`config.mk`:
```
export PLATFORM = sky130hd
export DESIGN_NAME = psle_encoder
export DESIGN_NICKNAME = d
export VERILOG_FILES = /design/src/rtl/psle_pkg.sv /design/src/rtl/psle_stretch.sv /design/src/rtl/psle_encoder.sv
export VERILOG_INCLUDE_DIRS = /design/src /design/src/rtl
export SDC_FILE = /design/constraint.sdc
export NUM_CORES = 1
export LEC_CHECK = 0
export ABC_AREA = 1
export BUFFER_PORTS_ARGS = -buffer_cell sky130_fd_sc_hd__buf_4
export CORE_ASPECT_RATIO = 0.6
export CORE_MARGIN = 3
export CORE_UTILIZATION = 60
export DETAILED_ROUTE_END_ITERATION = 8
export PLACE_DENSITY_LB_ADDON = 0.1
export SLEW_MARGIN = 40
export SYNTH_ARGS = -nofsm -noshare
export SYNTH_HDL_FRONTEND = slang
export SYNTH_SLANG_ARGS = --single-unit
```
`constraint.sdc`:
```
create_clock -name clk -period 5.55 [get_ports clk]
set_input_delay 0.2775 -clock clk [delete_from_list [all_inputs] [get_ports clk]]
set_output_delay 0.2775 -clock clk [all_outputs]
set_load 0.005 [all_outputs]
```
`src/rtl/psle_params.svh`:
```
`ifndef PSLE_PARAMS_SVH
`define PSLE_PARAMS_SVH

// port count and mode select width
`define PSLE_NUM_PORTS      5
`define PSLE_MODE_W         2
// mode select codes
`define PSLE_MODE0_CODE     2'h0
`define PSLE_MODE1_CODE     2'h1
`define PSLE_MODE2_CODE     2'h2
`define PSLE_MODE3_CODE     2'h3
// system clock period in ns
`define PSLE_CLK_PERIOD_NS  10
// blink half period in ms, and its cycle count
`define PSLE_BLINK_HALF_MS  50
`define PSLE_BLINK_HALF_CYC ((`PSLE_BLINK_HALF_MS * 1000000) / `PSLE_CLK_PERIOD_NS)
// activity stretch in ms, and its cycle count
`define PSLE_STRETCH_MS     100
`define PSLE_STRETCH_CYC    ((`PSLE_STRETCH_MS * 1000000) / `PSLE_CLK_PERIOD_NS)
// indicator idle level: lamps are active low, so high is off
`define PSLE_LAMP_OFF       1'h1

`endif

```
`src/rtl/psle_pkg.sv`:
```
package psle_pkg;
   // indicator modes, decoded from the select input
   typedef enum logic [1:0] {
      PSLE_MODE0,
      PSLE_MODE1,
      PSLE_MODE2,
      PSLE_MODE3
   } psle_mode_t;
endpackage : psle_pkg

```
`src/rtl/psle_stretch.sv`:
```
`timescale 1ns/1ns
`include "psle_params.svh"

// holds an event flag for a fixed time after the last event pulse
module psle_stretch #(
   parameter int STRETCH_CYC = `PSLE_STRETCH_CYC
) (
   input  wire logic clk,       // system clock
   input  wire logic resetn,    // synchronous reset, active low
   input  wire logic clk_en,    // freezes state while low
   input  wire logic event_in,  // raw event level
   output logic      held       // stretched event
);
   localparam int CW = $clog2(STRETCH_CYC + 1);

   logic [CW-1:0] count_q;
   logic [CW-1:0] count_d;

   // retrigger on every event so a burst of short frames stays lit
   assign count_d = event_in ? CW'(STRETCH_CYC) :
                    (count_q != '0) ? count_q - CW'(1) : count_q;
   assign held    = (count_q != '0);

   // counter
   always_ff @(posedge clk) begin
      if (!resetn) begin
         count_q <= '0;
      end else if (clk_en) begin
         count_q <= count_d;
      end
   end
endmodule : psle_stretch

```
`src/rtl/psle_encoder.sv`:
```
`timescale 1ns/1ns
`include "psle_params.svh"

// Summary of operation
// select value 0..3 picks mode 0..3; pulled-up default 11 is mode 3
// indicator groups show status only after reset is released
// mode 0 link lamp equals mode 2 link lamp
// mode 1 link lamp: high idle, blinks while receiving
// mode 2 link lamp: high no 100M link, low idle, blinks on activity
// mode 3 link lamp: high link down, low up, blinks on activity
// mode 0 speed group acts as collision lamp, blinks on collision
// mode 0 only speed bit 0 shows collision of all ports; rest undefined
// modes 1 and 3 speed lamp: high at 10M, low at 100M
// mode 2 speed lamp: high half, low full, blinks on collision
// mode 0 duplex lamp equals mode 2 duplex lamp
// mode 1 duplex lamp: high link down, low link up, no blink
// mode 2 duplex lamp: high no 10M link, low idle, blinks on activity
// mode 3 duplex lamp: high half, low full, blinks on collision
// blink toggles at fixed rate; events are stretched to stay visible
// per-port status inputs; all lamp outputs are registered
module psle_encoder
   import psle_pkg::*;
#(
   parameter int NUM_PORTS   = `PSLE_NUM_PORTS,
   parameter int BLINK_CYC   = `PSLE_BLINK_HALF_CYC,
   parameter int STRETCH_CYC = `PSLE_STRETCH_CYC
) (
   input  wire logic                    clk,                    // 100 MHz system clock
   input  wire logic                    resetn,                 // synchronous reset, active low
   input  wire logic                    clk_en,                 // freezes all state while low
   input  wire logic [`PSLE_MODE_W-1:0] indicator_mode_select,  // mode strap
   input  wire logic [NUM_PORTS-1:0]    port_link_up,           // link ok per port
   input  wire logic [NUM_PORTS-1:0]    port_speed_100,         // 1: 100M, 0: 10M
   input  wire logic [NUM_PORTS-1:0]    port_full_duplex,       // 1: full, 0: half
   input  wire logic [NUM_PORTS-1:0]    port_rx_active,         // receiving
   input  wire logic [NUM_PORTS-1:0]    port_tx_active,         // transmitting
   input  wire logic [NUM_PORTS-1:0]    port_collision,         // collision seen
   output logic      [NUM_PORTS-1:0]    link_indicator_out,     // link lamps, active low
   output logic      [NUM_PORTS-1:0]    speed_indicator_out,    // speed lamps, active low
   output logic      [NUM_PORTS-1:0]    duplex_indicator_out    // duplex lamps, active low
);
   localparam int BW = $clog2(BLINK_CYC + 1);

   psle_mode_t          mode;
   logic [BW-1:0]       blink_cnt_q;
   logic [BW-1:0]       blink_cnt_d;
   logic                blink_q;
   logic                blink_d;
   logic [NUM_PORTS-1:0] rx_held;
   logic [NUM_PORTS-1:0] act_held;
   logic [NUM_PORTS-1:0] col_held;
   logic                col_any_held;
   logic [NUM_PORTS-1:0] act_raw;
   logic                col_any_raw;
   logic [NUM_PORTS-1:0] link_d;
   logic [NUM_PORTS-1:0] speed_d;
   logic [NUM_PORTS-1:0] duplex_d;
   logic [NUM_PORTS-1:0] link_q;
   logic [NUM_PORTS-1:0] speed_q;
   logic [NUM_PORTS-1:0] duplex_q;
   logic [NUM_PORTS-1:0] link100_ok;
   logic [NUM_PORTS-1:0] link10_ok;
   logic [NUM_PORTS-1:0] blink_vec;

   // mode decode by binary value of the strap
   assign mode = psle_mode_t'(indicator_mode_select);

   // blink square wave, shared so all lamps but the mode 3 half-duplex duplex lamps (lit while it is high) flash in step
   assign blink_cnt_d = (blink_cnt_q == BW'(BLINK_CYC - 1)) ? '0 : blink_cnt_q + BW'(1);
   assign blink_d     = (blink_cnt_q == BW'(BLINK_CYC - 1)) ? ~blink_q : blink_q;
   assign blink_vec   = {NUM_PORTS{blink_q}};

   // event sources for stretching
   assign act_raw     = port_tx_active | port_rx_active;
   assign col_any_raw = |port_collision;

   // one stretcher per port per event kind; events count whether or not the link is up
   genvar gi;
   generate
      for (gi = 0; gi < NUM_PORTS; gi++) begin : g_port
         psle_stretch #(.STRETCH_CYC(STRETCH_CYC)) u_rx (
            .clk      (clk),
            .resetn   (resetn),
            .clk_en   (clk_en),
            .event_in (port_rx_active[gi]),
            .held     (rx_held[gi])
         );
         psle_stretch #(.STRETCH_CYC(STRETCH_CYC)) u_act (
            .clk      (clk),
            .resetn   (resetn),
            .clk_en   (clk_en),
            .event_in (act_raw[gi]),
            .held     (act_held[gi])
         );
         psle_stretch #(.STRETCH_CYC(STRETCH_CYC)) u_col (
            .clk      (clk),
            .resetn   (resetn),
            .clk_en   (clk_en),
            .event_in (port_collision[gi]),
            .held     (col_held[gi])
         );
      end
   endgenerate

   // collision of any port for the shared lamp
   psle_stretch #(.STRETCH_CYC(STRETCH_CYC)) u_col_any (
      .clk      (clk),
      .resetn   (resetn),
      .clk_en   (clk_en),
      .event_in (col_any_raw),
      .held     (col_any_held)
   );

   // link qualifiers per speed
   assign link100_ok = port_link_up & port_speed_100;
   assign link10_ok  = port_link_up & ~port_speed_100;

   // lamp selection; a blinking lamp alternates off/on with the blink wave
   always_comb begin
      link_d   = {NUM_PORTS{`PSLE_LAMP_OFF}};
      speed_d  = {NUM_PORTS{`PSLE_LAMP_OFF}};
      duplex_d = {NUM_PORTS{`PSLE_LAMP_OFF}};
      unique case (mode)
         PSLE_MODE0: begin
            link_d     = ~link100_ok | (act_held & blink_vec);
            duplex_d   = ~link10_ok | (act_held & blink_vec);
            // upper bits have no defined use; they are parked off
            speed_d[0] = ~(col_any_held & ~blink_q);
         end
         PSLE_MODE1: begin
            link_d   = ~(rx_held & ~blink_vec);
            speed_d  = ~port_speed_100;
            duplex_d = ~port_link_up;
         end
         PSLE_MODE2: begin
            link_d   = ~link100_ok | (act_held & blink_vec);
            speed_d  = ~port_full_duplex | (col_held & blink_vec);
            duplex_d = ~link10_ok | (act_held & blink_vec);
         end
         PSLE_MODE3: begin
            link_d   = ~port_link_up | (act_held & blink_vec);
            speed_d  = ~port_speed_100;
            // xor so a half-duplex lamp, idle high, still gets a lit phase
            duplex_d = ~port_full_duplex ^ (col_held & blink_vec);
         end
      endcase
      // half-duplex collision lamps, idle high, still need a lit phase to flash
      if (mode == PSLE_MODE2) begin
         speed_d = speed_d & ~(col_held & ~blink_vec & ~port_full_duplex);
      end
   end

   // blink generator state
   always_ff @(posedge clk) begin
      if (!resetn) begin
         blink_cnt_q <= '0;
         blink_q     <= 1'h0;
      end else if (clk_en) begin
         blink_cnt_q <= blink_cnt_d;
         blink_q     <= blink_d;
      end
   end

   // registered lamp outputs; all lamps held off while in reset
   always_ff @(posedge clk) begin
      if (!resetn) begin
         link_q   <= {NUM_PORTS{`PSLE_LAMP_OFF}};
         speed_q  <= {NUM_PORTS{`PSLE_LAMP_OFF}};
         duplex_q <= {NUM_PORTS{`PSLE_LAMP_OFF}};
      end else if (clk_en) begin
         link_q   <= link_d;
         speed_q  <= speed_d;
         duplex_q <= duplex_d;
      end
   end

   assign link_indicator_out   = link_q;
   assign speed_indicator_out  = speed_q;
   assign duplex_indicator_out = duplex_q;
endmodule : psle_encoder

```
==> results of run 1 <==
per-stage QoR:
| stage | std cells | utilization | hold WS (ps) | area (µm²) |
|---|---|---|---|---|
| 3_3_place_gp | 5124 | 0.6205 | 452.5 | 27950 |
| 6_report | 5199 | 0.6516 | 40.44 | 29350 |
| 2_1_floorplan | 4603 | - | 415.9 | 27540 |
| 3_5_place_dp | 5124 | 0.6205 | 454.5 | 27950 |
| 5_1_grt | 5199 | 0.6516 | 49.60 | 29350 |
| 4_1_cts | 5199 | 0.6516 | 14.70 | 29350 |
flip-flops by register name (all words and copies together), names as in the netlist:
register              count
link_indicator_out        5
blink_cnt_q              23
blink_q                   1
speed_indicator_out       5
u_col_any.count_q        24
g_port.u_col.count_q    120
g_port.u_rx.count_q     120
duplex_indicator_out      5
g_port.u_act.count_q    120
cell type report:
cell class                 count  area (µm²)
timing repair buffer          63       498.0
clock inverter                11       113.9
inverter                     410        1548
multi-input combinational   3639       16700
sequential                   423        8468
tap                          589       737.0
clock buffer                  64        1287
fill                        4302       15690
worst max-delay path, cell delays in order (launching register included):
cell and delay, ps:
dfxtp_1 320, inv_1 130, ha_1 320, nand2_2 120, clkinv_2 110, nand2_2 70
nor2_4 140, nand2_1 170, nand2_1 130, ha_1 260, a221oi_1 300, nand2_1 90
nand2_1 60, nand2_1 50
cells in the mapped netlist (43+ instances only):
cell / n
nor2_1: 969
clkbuf_1: 50
nand4_1: 135
a21oi_1: 312
xor2_1: 59
inv_1: 384
o21ai_0: 67
dfxtp_1: 423
nand2_1: 1357
nor2_2: 43
nor3_1: 46
nand3_1: 379
kinds of logic after synthesis:
kind of cell | Yosys count | synth area share
and+or+nand+nor | 3097 | 0.4833
buffers and inverters | 541 | 0.08631
AOI/OAI and AO/OA | 423 | 0.08104
DFF | 423 | 0.3074
xor gates and xnor gates | 89 | 0.02830
adders and majority gates | 30 | 0.01363
metal layers:
| metal | up-vias | global-route usage |
|---|---|---|
| met5 | - | 0 |
| li1 | 14640 | - |
| met2 | 944 | 0.4157 |
| met1 | 12550 | 0.4488 |
| met3 | 71 | 0.04372 |
| met4 | 2 | 0.05342 |
power by group:
group | switching, mW | leakage [nW] | internal, mW
registers | 0.250 | 3.47 | 3.26
clock network | 1.26 | 0.693 | 1.70
logic | 1.90 | 9.27 | 0.929
total | 3.42 | 13.4 | 5.88
how the worst max path moves through the flow:
stage / cells after the start / endpoint / start
4_1_cts: 11 / duplex_indicator_out[1]$_SDFFE_PN1P_ / g_port[1].u_col.count_q[0]$_SDFFE_PN0P_
5_1_grt: 11 / duplex_indicator_out[1]$_SDFFE_PN1P_ / g_port[1].u_col.count_q[0]$_SDFFE_PN0P_
3_5_place_dp: 8 / g_port[3].u_act.count_q[18]$_SDFFE_PN0P_ / clk_en
2_1_floorplan: 11 / duplex_indicator_out[1]$_SDFFE_PN1P_ / g_port[1].u_col.count_q[0]$_SDFFE_PN0P_
3_3_place_gp: 8 / g_port[3].u_act.count_q[18]$_SDFFE_PN0P_ / clk_en
6_report: 13 / duplex_indicator_out[0]$_SDFFE_PN1P_ / g_port[0].u_col.count_q[0]$_SDFFE_PN0P_
==> results.toml, run 1 <==
[synthesis]
synth_area_um2 = 27540
yosysTopAreaCell = "dfxtp_1"
syn_avg_cell_area_um2 = 5.984
syn_nets = 4668
ys_seq_area_frac = 0.3074
syn_inst = 4603
synth_top_area_share = 0.3074
synth_enable_flop_cells = 0
synth.distinct_cells = 46
synth_area_leaders = "dfxtp_1 (31%), nand2_1 (18%), nor2_1 (13%)"
synthFlopType = "dfxtp_1"
synth_warnings = 0
synth_seq_cells = 423
async_flop_share = 0

[die]
die_y_um = 172.0
die_x_um = 282.6
pin_count = 50
num_rows = 60
die-area_um2 = 48600
coreArea_um2 = 45040
initial_utilization = 0.6115

[sta]
setup_viol = 0
worst_pin_slew_ps = 775.9
final.min_clock_period_ps = 2395
grt_setup_unrepaired = "false"
tns_ps = 0
skew_ps = 14.19
hold_viol = 0
slew_headroom = 0.4828
max_freq_mhz = 417.5
slew_violations = 0
fin_crit_sh = 0.4315
finalWorstSetupSlack_ps = 3155

[grt]
grt_pass1_wl_um = 119300
grt_overflow = 0
grt_pass1_vias = 24330
grt.total_usage = 0.2872
antenna_found_initial = 1
grt_max_degree = 119

[clock_network]
cts_made_buffers = 43
cts_tree = "yes"
hold_buffers = 0
cts-root-buf = "clkbuf_16"
post_cts_buffers = 0
cts.clk_slew.worst_paths_ps = 60
clk_latency_ps = 550
clkSinkCount = 423
cts_max_path_buffers = 3
h-tree-depth = 2
post_cts_resized = 0

[final_layout]
mostFrequentLayoutCells = "nand2_1 (1357), nor2_1 (969), dfxtp_1 (423)"
layout_commonest_cell = "nand2_1"
num_antenna_cells = 0
drive_above_1_share = 0.06529
nets = 4645
area_delta_synth_final_pct = 6.559

[placement]
place.gp.congestion = 0.9239
io_buffers = 49
pre_cts_ws_ps = 3002
dpl.hpwl_um = 49810

[route]
top_layer = "met5"
drtIter0Drc = 2927
routed_wl_um = 70860
drc_errors = 0
wl_per_cell_um = 13.63
wl_met2_um = 27730
wl_met3_um = 5623
final_antenna_net_count = 0
drtPass1Iterations = 5
vias = 28210
wl_met1_um = 36430
viasPerCell = 5.425

[worst_hold_path]
hp-class = "in2reg"
min_from = "port_speed_100[3]"
whs_endpoint = "speed_indicator_out[3]$_SDFFE_PN1P_"
min_path_cells = 4

[setup_path]
worstReg2RegEnd = "duplex_indicator_out[0]$_SDFFE_PN1P_"
worstSetupPathType = "reg2reg"
worstSetupStartpointType = "register"
critical_path_required_ps = 5990
rrSetupSlack_ps = 3160
path_max_fanout = 6
crit_path_end_kind = "register"
r2r_start = "g_port[0].u_col.count_q[0]$_SDFFE_PN0P_"
worstRegToRegCells = 13
crit_arrival_ps = 2840

[power_and_ir_drop]
vdd_drop_max_mv = 0.2723
p_total_mw = 9.297
power_density_nw_per_um2 = 316.7
p_leak_nw = 13.43

[run]
drv_cap = 0

[status]
status = "finished, final reports clean"
Power figures use the tool's default switching activity.
==> run 2, diff against run 1 <==
--- a/config.mk
+++ b/config.mk
@@ -10,7 +10,7 @@
 export BUFFER_PORTS_ARGS = -buffer_cell sky130_fd_sc_hd__buf_4
 export CORE_ASPECT_RATIO = 0.6
 export CORE_MARGIN = 3
-export CORE_UTILIZATION = 60
+export CORE_UTILIZATION = 58
 export DETAILED_ROUTE_END_ITERATION = 8
 export PLACE_DENSITY_LB_ADDON = 0.1
 export SLEW_MARGIN = 40
==> constraint.sdc (replaced) <==
create_clock -name clk -period 2.2 [get_ports clk]
set_input_delay 0.11 -clock clk [delete_from_list [all_inputs] [get_ports clk]]
set_output_delay 0.11 -clock clk [all_outputs]
set_load 0.005 [all_outputs]
==> run 2 against run 1 <==
Effect of this change:
- register-to-register slack worse by 3000 ps
- clock power grew to 2.7 times the previous value
- first-iteration DRC count decreased by 0.68%
- critical path type unchanged
==> results.toml, run 2 (same netlist as run 1, synthesis figures left out) <==
[die]
coreArea_um2 = 46630
pin_count = 50
die_x_um = 287.3
die-area_um2 = 50230
die_y_um = 174.8
num_rows = 61
initial_utilization = 0.5906

[sta]
slew_violations = 0
skew_ps = 25.18
fin_crit_sh = 0.9430
finalWorstSetupSlack_ps = 125.3
final.min_clock_period_ps = 2075
hold_viol = 0
worst_pin_slew_ps = 763.7
slew_headroom = 0.4901
setup_viol = 0
max_freq_mhz = 482.0

[setup_path]
worstSetupPathType = "reg2reg"
path_max_fanout = 5
rrSetupSlack_ps = 130
crit_chain = "ha_1, nand2_1, nor2_4, nand3_1, nor3_1, nand3_1, nand2_1, nor2_1"
worstSetupStartpointType = "register"
crit_path_end_kind = "register"
crit_arrival_ps = 2510
cp_slowest_stage_delay_ps = 500
cp_slowest_cell = "nor3_1"
r2r_start = "blink_cnt_q[1]$_SDFFE_PN0P_"
path_delay_family = "simple AND/OR/NAND/NOR gates"
worstReg2RegEnd = "blink_cnt_q[20]$_SDFFE_PN0P_"
cp-endpoint = "blink_cnt_q[20]$_SDFFE_PN0P_"
cp.buffers_inverters = 0
crit_start = "blink_cnt_q[1]$_SDFFE_PN0P_"
cp.depth = 8
critical_path_required_ps = 2640
worstRegToRegCells = 8

[run]
drv_cap = 0

[final_layout]
layout_top_registers = "g_port.u_act.count_q: 120 flops, g_port.u_col.count_q: 120 flops, g_port.u_rx.count_q: 120 flops"
num_antenna_cells = 0
ff_latch_area_um2 = 8468
drive_above_1_share = 0.07959
postLayoutCellArea_um2 = 30280
mostFrequentLayoutCells = "nand2_1 (1356), nor2_1 (966), dfxtp_1 (423)"
nets = 4734
fillCellCount = 4420
layout_commonest_cell = "nand2_1"
multi_input_area_um2 = 16730
area_delta_synth_final_pct = 9.935

[placement]
io_buffers = 49
pre_cts_ws_ps = 89.13
placed_cell_area_um2 = 28440
dpl.hpwl_um = 51900
place.gp.congestion = 0.9302

[power_and_ir_drop]
power_density_nw_per_um2 = 799.6
intPower_mw = 15.45
vdd_drop_max_mv = 0.6470
switchingPower_mw = 8.763
p_leak_nw = 13.89
netSwitchingFraction = 0.3619
comb_power_share = 0.305
seqPwrFrac = 0.365
p_clk_frac = 0.330

[route]
vias = 28690
drc_errors = 0
viasPerCell = 5.384
final_antenna_net_count = 0
drtPass1Iterations = 6
drtIter0Drc = 2907
routed_wl_um = 73480
wl_per_cell_um = 13.79

[grt]
antenna_found_initial = 0
grt_pass1_wl_um = 123800
grt_pass1_vias = 24850
grt_max_degree = 61
grt_overflow = 0
grt.total_usage = 0.2868

[clock_network]
cts_tree = "yes"
clk_latency_ps = 560
cts.clk_slew.worst_paths_ps = 70
h-tree-depth = 2
cts_max_path_buffers = 3
cts-root-buf = "clkbuf_16"
cts_made_buffers = 44
clkSinkCount = 423

[worst_hold_path]
hp-class = "in2reg"
min_from = "clk_en"

[status]
status = "finished, final reports clean"
==> run 2: cell types whose count changed in the layout (fill, tap and decap cells not counted), sizes merged <==
cell,change
buf,+58
dlygate4sd3,+30
clkbuf,-9
bufinv,+5
clkinv,+4
clkinvlp,+1
==> run 2: cell type report <==
type,count,share of cell area
Multi-Input combinational cell,3639,0.5524
Sequential cell,423,0.2797
Inverter,410,0.05111
Timing Repair Buffer,151,0.04116
Clock buffer,55,0.04008
Tap cell,630,0.02603
Clock inverter,21,0.009545
==> run 2: power by group through the flow <==
stage	Clock (mW)	Sequential (mW)	Combinational (mW)
after global routing	8.44	8.92	8.43
after floorplan	0	8.81	5.71
final	7.99	8.84	7.38
after CTS	8.12	8.82	7.24
after detailed placement	0	8.98	7.15
after global placement	0	8.97	7.05
==> run 2: what timing repair did <==
item                                   CTS  global route
setup buffers                            0             1
resized for setup                        0            10
hold buffers                            30             0
endpoints found under the hold margin   82             0
setup endpoints to repair                0             6
==> run 2: worst min path at each step <==
stage	to	depth (start not counted)
2_1_floorplan	blink_q$_SDFFE_PN0P_	2
3_3_place_gp	speed_indicator_out[3]$_SDFFE_PN1P_	4
3_5_place_dp	speed_indicator_out[3]$_SDFFE_PN1P_	4
4_1_cts	u_col_any.count_q[17]$_SDFFE_PN0P_	5
5_1_grt	u_col_any.count_q[17]$_SDFFE_PN0P_	5
6_report	u_col_any.count_q[17]$_SDFFE_PN0P_	5
==> run 2: per-stage QoR <==
step	util	hold WS, ps	power [mW]	TNS [ps]	std cells
finish	0.6493	24.16	24.21	0	5329
detailed placement	0.6099	434.1	16.13	0	5222
global route	0.6493	40.72	25.78	-0.2465	5329
floorplan	-	248.4	14.52	0	4603
global placement	0.6099	425.8	16.02	0	5222
CTS	0.6485	6.015	24.18	0	5328
==> run 2: worst register-to-register path: stages, from the launching register on <==
cell	delay (ps)
dfxtp_1	410
ha_1	230
nand2_1	130
nor2_4	170
nand3_1	200
nor3_1	500
nand3_1	170
nand2_1	110
nor2_1	40
==> run 2: metal layers <==
metal	wire, µm	part of all wire	global-route usage
met1	37720	0.51	0.4595
met2	28910	0.39	0.4069
met3	5789	0.079	0.03937
met4	1057	0.014	0.04831
met5	0	0	0
